## src/hdl/msrb_pkg.sv

```systemverilog
// Package for the model-specific register bank: index map, reset values, carriers
package msrb_pkg;

    // ************************************************************
    // Index map
    // ************************************************************
    localparam logic [31:0] IDX_FAULT_ADDRESS   = 32'h0000_0000;
    localparam logic [31:0] IDX_FAULT_TYPE      = 32'h0000_0001;
    localparam logic [31:0] IDX_CACHE_TEST      = 32'h0000_000e;
    localparam logic [31:0] IDX_CYCLE_COUNTER   = 32'h0000_0010;
    localparam logic [31:0] IDX_EXT_FEATURE     = 32'hc000_0080;
    localparam logic [31:0] IDX_FAST_CALL       = 32'hc000_0081;
    localparam logic [31:0] IDX_WRITE_ALLOC     = 32'hc000_0082;
    localparam logic [31:0] IDX_RANGE_CACHE     = 32'hc000_0085;
    localparam logic [31:0] IDX_POWER_MGMT      = 32'hc000_0086;
    localparam logic [31:0] IDX_STATE_OBSERVE   = 32'hc000_0087;
    localparam logic [31:0] IDX_PAGE_FLUSH      = 32'hc000_0088;
    localparam logic [31:0] IDX_L2_ARRAY        = 32'hc000_0089;

    // ************************************************************
    // Reset values and control bit position
    // ************************************************************
    localparam logic [63:0] RST_FAULT_CAPTURE   = 64'h0;
    localparam logic [63:0] RST_OTHER           = 64'h0;
    localparam logic [31:0] RST_CTRL_FOUR       = 32'h0;
    localparam int          FAULT_CHECK_EN_BIT  = 6;
    localparam int          NUM_REGS            = 12;

    // ************************************************************
    // Carriers
    // ************************************************************
    typedef struct packed {
        logic        rd;
        logic        wr;
        logic [31:0] index;
        logic [31:0] high;
        logic [31:0] low;
    } msrb_req_s;

    typedef struct packed {
        logic        done;
        logic        fault;
        logic [31:0] high;
        logic [31:0] low;
    } msrb_rsp_s;

endpackage : msrb_pkg

```

## src/hdl/msrb_bank.sv

```systemverilog
// Model-specific register bank with index decode and fault capture registers
`timescale 1ns/1ps

// Function
// - Index register selects accessed register
// - Data pairs in high and low halves
// - Eleven registers, twelve on low-power builds
// - Power register decoded only on low-power
// - Decode test, counter, feature, C000_0081h-82h, 85h-89h
// - Fault address 00h, fault type 01h
// - Fault registers 64-bit read/write
// - Never raise fault check exception; store enable bit
// - Fault registers change only write/reset
// - No hardware event updates fault registers
module msrb_bank #(
    parameter bit LOW_POWER = 1'b0
) (
    input  wire logic                clk_sys,
    input  wire logic                reset_n,
    input  wire msrb_pkg::msrb_req_s req,
    output msrb_pkg::msrb_rsp_s      rsp,
    input  wire logic                ctrl_four_wr,
    input  wire logic [31:0]         ctrl_four_wdata,
    output logic [31:0]              control_register_four,
    output logic                     fault_check_enable,
    output logic                     fault_check_exception
);

    // ************************************************************
    // Index decode
    // ************************************************************
    localparam int N = msrb_pkg::NUM_REGS;
    localparam logic [31:0] IDX_TABLE [N] = '{
        msrb_pkg::IDX_FAULT_ADDRESS, msrb_pkg::IDX_FAULT_TYPE,
        msrb_pkg::IDX_CACHE_TEST,    msrb_pkg::IDX_CYCLE_COUNTER,
        msrb_pkg::IDX_EXT_FEATURE,   msrb_pkg::IDX_FAST_CALL,
        msrb_pkg::IDX_WRITE_ALLOC,   msrb_pkg::IDX_RANGE_CACHE,
        msrb_pkg::IDX_POWER_MGMT,    msrb_pkg::IDX_STATE_OBSERVE,
        msrb_pkg::IDX_PAGE_FLUSH,    msrb_pkg::IDX_L2_ARRAY
    };
    localparam int PM_SLOT = 8;

    logic [N-1:0]  hit;
    logic [63:0]   bank_reg [N];
    logic [63:0]   rd_mux;
    logic          any_hit;
    logic          access;
    msrb_pkg::msrb_rsp_s rsp_reg;
    logic [31:0]   ctrl_four_reg;

    genvar g;
    generate
        for (g = 0; g < N; g++) begin : g_slot
            if (g == PM_SLOT) begin : g_pm
                assign hit[g] = LOW_POWER && (req.index == IDX_TABLE[g]);
            end else begin : g_std
                assign hit[g] = (req.index == IDX_TABLE[g]);
            end

            always_ff @(posedge clk_sys or negedge reset_n) begin
                if (!reset_n) begin
                    bank_reg[g] <= (g < 2) ? msrb_pkg::RST_FAULT_CAPTURE : msrb_pkg::RST_OTHER;
                end else if (req.wr && hit[g]) begin
                    bank_reg[g] <= {req.high, req.low};
                end
            end
        end
    endgenerate

    assign any_hit = |hit;
    assign access  = req.rd | req.wr;

    always_comb begin
        rd_mux = 64'h0;
        for (int i = 0; i < N; i++) begin
            if (hit[i]) begin
                rd_mux = bank_reg[i];
            end
        end
    end

    // ************************************************************
    // Response
    // ************************************************************
    always_ff @(posedge clk_sys or negedge reset_n) begin
        if (!reset_n) begin
            rsp_reg <= '0;
        end else begin
            rsp_reg.done <= access;
            rsp_reg.fault <= access && !any_hit;
            if (req.rd && any_hit) begin
                rsp_reg.high <= rd_mux[63:32];
                rsp_reg.low  <= rd_mux[31:0];
            end
        end
    end
    assign rsp = rsp_reg;

    // ************************************************************
    // Control register four
    // ************************************************************
    always_ff @(posedge clk_sys or negedge reset_n) begin
        if (!reset_n) begin
            ctrl_four_reg <= msrb_pkg::RST_CTRL_FOUR;
        end else if (ctrl_four_wr) begin
            ctrl_four_reg <= ctrl_four_wdata;
        end
    end
    assign control_register_four = ctrl_four_reg;
    assign fault_check_enable    = ctrl_four_reg[msrb_pkg::FAULT_CHECK_EN_BIT];
    assign fault_check_exception = 1'b0;

    // ************************************************************
    // Checks
    // ************************************************************
    AST_WRITE_STORES: assert property (@(posedge clk_sys) disable iff (!reset_n)
        req.wr && hit[0] |=> bank_reg[0] == $past({req.high, req.low}))
        else $error("fault address write not stored");
    AST_READ_DATA: assert property (@(posedge clk_sys) disable iff (!reset_n)
        req.rd && hit[3] |=> {rsp.high, rsp.low} == $past(bank_reg[3]))
        else $error("read data mismatch");
    AST_PM_GATED: assert property (@(posedge clk_sys) disable iff (!reset_n)
        (req.index == msrb_pkg::IDX_POWER_MGMT) |-> hit[PM_SLOT] == LOW_POWER)
        else $error("power slot decode wrong for variant");
    AST_COUNT: assert property (@(posedge clk_sys) disable iff (!reset_n)
        $countones(hit) <= 1)
        else $error("more than one slot hit");
    AST_DECODE_TYPE: assert property (@(posedge clk_sys) disable iff (!reset_n)
        (req.index == msrb_pkg::IDX_FAULT_TYPE) |-> hit == 12'h002)
        else $error("fault type decode wrong");
    AST_DECODE_FEATURE: assert property (@(posedge clk_sys) disable iff (!reset_n)
        (req.index == msrb_pkg::IDX_EXT_FEATURE) |-> hit == 12'h010)
        else $error("feature decode wrong");
    AST_HOLD: assert property (@(posedge clk_sys) disable iff (!reset_n)
        !(req.wr && hit[1]) |=> $stable(bank_reg[1]))
        else $error("fault type changed without write");
    AST_NO_EXC: assert property (@(posedge clk_sys) disable iff (!reset_n)
        fault_check_enable |-> !fault_check_exception)
        else $error("fault exception raised");
    AST_UNMAPPED: assert property (@(posedge clk_sys) disable iff (!reset_n)
        access && !any_hit |=> rsp.fault && rsp.done ##0 $stable(bank_reg[0]))
        else $error("unmapped access not faulted");
    AST_ADDR_FULL: assert property (@(posedge clk_sys) disable iff (!reset_n)
        req.rd && hit[0] |=> rsp.high == $past(bank_reg[0][63:32]))
        else $error("fault address high half lost");
    AST_NO_HW: assert property (@(posedge clk_sys) disable iff (!reset_n)
        !req.wr |=> $stable(bank_reg[0]) && $stable(bank_reg[1]))
        else $error("fault register changed by hardware");

    // ************************************************************
    // Decode checks per index
    // ************************************************************
    AST_DECODE_ADDR: assert property (@(posedge clk_sys) disable iff (!reset_n)
        (req.index == msrb_pkg::IDX_FAULT_ADDRESS) |-> hit == 12'h001)
        else $error("fault address decode wrong");
    AST_DECODE_TEST: assert property (@(posedge clk_sys) disable iff (!reset_n)
        (req.index == msrb_pkg::IDX_CACHE_TEST) |-> hit == 12'h004)
        else $error("cache test decode wrong");
    AST_DECODE_COUNTER: assert property (@(posedge clk_sys) disable iff (!reset_n)
        (req.index == msrb_pkg::IDX_CYCLE_COUNTER) |-> hit == 12'h008)
        else $error("cycle counter decode wrong");
    AST_DECODE_FAST_CALL: assert property (@(posedge clk_sys) disable iff (!reset_n)
        (req.index == msrb_pkg::IDX_FAST_CALL) |-> hit == 12'h020)
        else $error("fast call decode wrong");
    AST_DECODE_WRITE_ALLOC: assert property (@(posedge clk_sys) disable iff (!reset_n)
        (req.index == msrb_pkg::IDX_WRITE_ALLOC) |-> hit == 12'h040)
        else $error("write allocate decode wrong");
    AST_DECODE_RANGE: assert property (@(posedge clk_sys) disable iff (!reset_n)
        (req.index == msrb_pkg::IDX_RANGE_CACHE) |-> hit == 12'h080)
        else $error("range cacheability decode wrong");
    AST_DECODE_OBSERVE: assert property (@(posedge clk_sys) disable iff (!reset_n)
        (req.index == msrb_pkg::IDX_STATE_OBSERVE) |-> hit == 12'h200)
        else $error("state observation decode wrong");
    AST_DECODE_FLUSH: assert property (@(posedge clk_sys) disable iff (!reset_n)
        (req.index == msrb_pkg::IDX_PAGE_FLUSH) |-> hit == 12'h400)
        else $error("page flush decode wrong");
    AST_DECODE_ARRAY: assert property (@(posedge clk_sys) disable iff (!reset_n)
        (req.index == msrb_pkg::IDX_L2_ARRAY) |-> hit == 12'h800)
        else $error("array access decode wrong");

    // ************************************************************
    // Storage and response checks
    // ************************************************************
    AST_TYPE_STORES: assert property (@(posedge clk_sys) disable iff (!reset_n)
        req.wr && hit[1] |=> bank_reg[1] == $past({req.high, req.low}))
        else $error("fault type write not stored");
    AST_ADDR_HOLD: assert property (@(posedge clk_sys) disable iff (!reset_n)
        !(req.wr && hit[0]) |=> $stable(bank_reg[0]))
        else $error("fault address changed without write");
    AST_DONE: assert property (@(posedge clk_sys) disable iff (!reset_n)
        access |=> rsp.done)
        else $error("access not answered");
    AST_NO_DONE: assert property (@(posedge clk_sys) disable iff (!reset_n)
        !access |=> !rsp.done && !rsp.fault)
        else $error("answer without access");
    AST_READ_HOLD: assert property (@(posedge clk_sys) disable iff (!reset_n)
        !(req.rd && any_hit) |=> $stable({rsp.high, rsp.low}))
        else $error("read data moved without mapped read");
    // Standard build must refuse the power index without touching its slot
    AST_PM_REFUSED: assert property (@(posedge clk_sys) disable iff (!reset_n)
        req.wr && (req.index == msrb_pkg::IDX_POWER_MGMT) && !LOW_POWER
        |=> $stable(bank_reg[PM_SLOT]))
        else $error("power slot written on standard build");

endmodule : msrb_bank

```

## config.mk

```make
export PLATFORM = sky130hd
export DESIGN_NAME = msrb_bank
export DESIGN_NICKNAME = d
export VERILOG_FILES = /design/src/hdl/msrb_pkg.sv /design/src/hdl/msrb_bank.sv
export SDC_FILE = /design/constraint.sdc
export NUM_CORES = 1
export LEC_CHECK = 0
export BUFFER_PORTS_ARGS = -buffer_cell sky130_fd_sc_hd__buf_4
export CORE_MARGIN = 2
export CORE_UTILIZATION = 55
export DETAILED_ROUTE_END_ITERATION = 10
export PLACE_DENSITY_LB_ADDON = 0.15
export SYNTH_ARGS = -nofsm -noshare
export SYNTH_HDL_FRONTEND = slang
export SYNTH_SLANG_ARGS = --single-unit
```

## constraint.sdc

```tcl
create_clock -name clk_sys -period 3.2 [get_ports clk_sys]
set_input_delay 0.32 -clock clk_sys [delete_from_list [all_inputs] [get_ports clk_sys]]
set_output_delay 0.32 -clock clk_sys [all_outputs]
set_load 0.05 [all_outputs]
```

# After elaboration in Yosys (flattened, before gate mapping)
# Index checks and enable logic that the tools add are counted.
op_classes:
  eq_ne: 10
  mux: 11
  bitwise_logic: 1
  n_reduce_logical: 16
ops:
  columns: ["operator", "count"]
  rows:
  - ["$mux 64", 11]
  - ["$eq 32x32->1 const B", 7]
  - ["$eq 32x1->1 const B", 1]
  - ["$eq 32x4->1 const B", 1]
  - ["$eq 32x5->1 const B", 1]
  - ["$logic_not 32->1", 1]
  - ["$logic_and 1x1->1", 13]
  - ["$reduce_or 11->1", 1]
  - ["$logic_not 1->1", 1]
  - ["$or 1x1->1", 1]
word_totals:
  register_bits: 802
  inputBits: 133
  out_inout_bits: 100
  word_cells: 54

# Logic depth before layout (Yosys ltp)
logic_depth:
  depth_word: 12
  ltp_mapped: 11
  mapped_depth_nobuf: 7

# Worst setup path after synthesis
# No wires, ideal clock.
synth_path:
  kind: "in2reg"
  startpoint: "input req[77] (netlist name)"
  endpoint: "register rsp_reg, in the netlist rsp[48]"
  setup_ns: 0.125
  t_arrival_ns: 2.704
  t_required_ns: 3.075
  slack_ns: 0.371
  cell_stages: 8
  n_path_buf: 2
  cell_sequence: "or4_1 -> or4_4 -> or3_1 -> buf_2 -> buf_6 -> o21a_1 -> a211o_1 -> mux2_2"
synth_between:
  elab_chain_len: 12
  elab_cells_between_ends: 24
  cone_classes: "eq/ne (10); mux (11); reduce/logical (3)"
synth_lines:
  columns: ["element", "line_no", "rtl"]
  rows:
  - ["from (decl)", "msrb_bank.sv:20", "input wire msrb_pkg::msrb_req_s req,"]
  - ["$logic_not 32->1", "msrb_bank.sv:57", "assign hit[g] = (req.index == IDX_TABLE[g]);"]
  - ["$mux 64 (11 in series)", "msrb_bank.sv:76", "if (hit[i]) begin"]
  - ["to (decl)", "msrb_bank.sv:48", "msrb_pkg::msrb_rsp_s rsp_reg;"]
# Parallel ways exist; a longest one is shown, timed or not.
# A chain may end at the register's enable or synchronous reset.

# Final worst setup path
layout_path:
  startpoint: "input req[87] (netlist name)"
  endpoint: "register rsp_reg, in the netlist rsp[53]"
# Same word-level chain as after synthesis.

==> metrics list <==
- In the routed layout, each cell is associated on average with a via count of 6.368.
- The final number of max-transition violations is 0.
- At the worst endpoint, the arrival time is 3.12 ns.
- Slowest library cell on the worst path: or4_4
- Ordered list of cells on the worst path: buf_4, or4_4, or4_4, or2_2, buf_12, or3_1, a31oi_1, o31ai_1, mux2_1
- The net count of the finished layout is 3138.
* Die Span X: 258.2 microns
- TritonCTS built the clock tree.
- In this design, the largest share of critical-path delay is due to simple AND/OR/NAND/NOR gates.
- Dividing the final minimum period by the clock period gives 81.38%.
- The hold violation total from the final report was 0.
* Standard cell area after detailed placement: 38920 sq um
- Max H-tree Level: 3
- Min Clock Period, post-route: 2.604 ns
- Register-to-register setup slack: 1.45 ns
- Adding up every negative setup slack in the final design gives 0 ns.
- For this run the aggregate overflow at the end of global routing stands at 0.
- Overall routed net length: 104.0 mm
- Setup repair after global routing left no endpoint under its margin.
* Crit path setup slack, layout: 0.5959 ns
- For this design the top-level I/O count stands at 233.
* Largest clock skew in the final design: 0.01185 ns
- Along the worst path, the maximum fanout reaches 37.
- For the pin with the worst max-slew slack, the measured transition is 1.019 ns.
* Area share of fa/ha/maj cells after synthesis: 0%
- The post-route netlist has 41.51% of its cells at a drive strength greater than 1.
* Worst hold path class: input port to flop
* Area enclosed by the die boundary: 66640 sq um
- In this run, synthesis produced a sequential element count of 802.
* WL/cell: 26.44 microns
- Crit path kind: input port to flop
- Kind of end point of the critical path: flop
* Worst min-delay path startpoint: req[49]
- Placed Cells incl. Taps: 3691
- Net Count, Synth: 2864
- STA puts the critical path data required time at 3.71 ns.
* Leakage power: 21.20 nW
- Clock Tree Buf Depth: 3
- Signed area change from the synthesized netlist to the final layout: 19.99%
* Largest incremental delay on the critical path: 0.60 ns
- The detailed router finished its first iteration with 2122 violations.
* Fraction of power consumed by combinational cells: 5.4%
- Syn Inst Count: 2731
- CTS Root Buffer Type: clkbuf_16
- Synthesized-area fraction occupied by xor and xnor cells: 0%
* Number of global-route vias before repair: 26060
* Origin of the critical flop-to-flop path: bank_reg[328]$_DFFE_PN0P_
* Row Count: 93
- Internal power comes to 16.53 mW.
- Final cell count without fillers: 3935
* Number of buffer cells added on primary ports: 231
* Die Y: 258.2 microns
- Effective utilization at floorplan: 55.41%
* Areal power density over the cells: 502.0 nW/um^2
- Cell repeated most along the worst path: or4_4
- Counting flops with an async set or reset pin after synthesis yields a share of 100.0%.
- The tightest hold path in the finished design has a slack of 0.02177 ns.
- The endpoint identified for the worst register-to-register timing path is rsp[8]$_DFFE_PN0P_.
* Clk pwr share: 46.9%
* Post CTS Setup Buffer Count: 0
- Hold Path Depth: 2
- Worst-Skew Late Latency: 0.63 ns
* Clock transition at the register clock pins on the worst setup and hold paths after CTS: 0.06 ns
* Total routing resource utilization after global routing: 31.23%
* Most utilized layer in the global route result: met2
- Via count: 25060
- In this run the power spent charging and discharging nets is 4.872 mW.
- Count of instances resized after the clock tree is built: 0
* Met2 track demand over resource: 49.95%
* Pin count of the biggest net entering global routing: 110
* Flip-flop count of the largest register after layout: 704
* Placement Setup Slack: 0.01285 ns
- Hold worst-path end: bank_reg[561]$_DFFE_PN0P_
* Largest vdd supply drop: 0.4425 mV
- Routability congestion estimate from global placement: 0.8567
- Category of the worst setup path launch point: input port
* Hold buffer count at cts: 81
- The run finished with clean final reports.
- In this run the cell area of the synthesized design comes to 35530 sq um.
- Buf/Inv on CP: 2
- For this run, the number of Yosys warnings is 0.
- The tool flagged a number of max-cap violations equal to 0.
* Router iterations before antenna repair: 6
- The worst register-to-register path has a depth of 5.
- Largest family of logic cells by synthesized area: multiplexers
- Detailed placement HPWL: 61.97 mm
* DRC errors left: 0
- Average size of a mapped cell: 13.01 sq um
- Initial antenna violation count: 5
* Endpoints failing setup: 0
* TritonCTS buffer count: 86
- Multiplexer cells account for 26.23% of the synthesized area.
- Met3 track demand over resource: 5.173%
- The worst pin sits at a relative slew slack of 32.04%.
- The number of different library cells used by synthesis comes to 62.
- Summing the areas of all and, or, nand and nor instances in the mapped netlist gives 4.061% of the synthesized area.
- After layout, the design draws a total of 21.40 mW.
* Global-route wire length before repair: 158.6 mm
- Fraction of power spent switching nets: 22.77%
- Utilization after layout: 66.49%
- In this run, synthesis inferred 0 flip-flops with an integrated enable.
- Fraction of met1 tracks used by global routing: 42.79%
- The share of total power dissipated in sequential elements is 47.7%.
- Of the synthesized area, sequential elements account for 56.49%.
- Achievable clock frequency: 384.0 MHz
- Antenna-violating nets left: 0
- Most used DFF post-synth: dfrtp_1
- Placeable core region: 64120 sq um
- Compound-Gate Fraction of Synth Area: 10.22%
- After routing the design area is 42630 sq um.
- # clock sinks: 802
-- per-layer routing --
metal	wire length, microns	up-vias	share of wire, %
li1	-	10650	-
met5	11	-	0.011
met1	43390	13070	42
met4	3861	2	3.7
met3	7795	249	7.5
met2	48980	1086	47
-- cell usage after synthesis (16+ instances only) --
cell type	number	area [sq um]
nor2_1	141	529.3
nand2_1	69	259.0
or3_1	32	200.2
o22ai_1	97	606.8
a21oi_1	82	410.4
mux2i_1	32	320.3
o21ai_0	24	120.1
dfrtp_1	802	20070
mux2_2	740	8333
nand3_1	16	80.08
o31ai_1	26	195.2
a31oi_1	47	294.0
buf_2	21	105.1
a211o_1	22	192.7
mux2_1	59	664.4
a22oi_1	108	810.8
a222oi_1	23	230.2
clkbuf_1	223	837.1
o21a_1	25	187.7
-- area by class of cell --
type	instances	area, sq um
clock buffers	133	2664
diodes	4	10.01
repair buffers	445	4014
well taps	855	1070
flip-flops and latches	802	20070
clock inverters	26	226.5
multi-input cells	1665	14560
inverters	5	18.77
fillers	4647	21490
-- power by group through the flow --
stage / sequential [mW] / clock (mW) / combinational, mW
6_report: 10.2 / 10.0 / 1.16
4_1_cts: 10.2 / 10.2 / 1.16
2_1_floorplan: 10.5 / 0 / 0.302
3_5_place_dp: 10.4 / 0 / 1.07
5_1_grt: 10.2 / 10.6 / 1.24
3_3_place_gp: 10.4 / 0 / 1.04
-- cells by family (layout without fill, tap and decap cells) --
group           after synthesis  after routing
compound gates              520            520
buf+inv                     264            609
flops                       802            802
mux                         831            831
other cells                   1              5
simple gates                313            313
-- worst max-delay path by stage --
stage / start / to / slack [ns] / cells after the start
2_1_floorplan: req[77] / rsp[48]$_DFFE_PN0P_ / 0.37 / 8
3_3_place_gp: req[87] / rsp[50]$_DFFE_PN0P_ / 0.05 / 9
3_5_place_dp: req[87] / rsp[58]$_DFFE_PN0P_ / 0.01 / 9
4_1_cts: req[87] / rsp[53]$_DFFE_PN0P_ / 0.63 / 9
5_1_grt: req[87] / rsp[53]$_DFFE_PN0P_ / 0.57 / 9
6_report: req[87] / rsp[53]$_DFFE_PN0P_ / 0.60 / 9
-- cell usage in the layout (no fill, tap or decap), types with 8 or more instances in the layout --
cell type and n:
a211o_1 22, a21oi_1 82, a221oi_1 12, a222oi_1 23, a22oi_1 108, a31oi_1 47
buf_12 37, buf_4 326, clkbuf_1 18, clkbuf_16 90, clkbuf_8 25, clkinv_2 19
dfrtp_1 802, dlygate4sd3_1 81, mux2_1 59, mux2_2 740, mux2i_1 32, nand2_1 64
nand3_1 9, nor2_1 140, o21a_1 25, o21ai_0 24, o22ai_1 97, o2bb2ai_1 8
o31ai_1 26, or3_1 32
(Power assumes the default switching activity.)
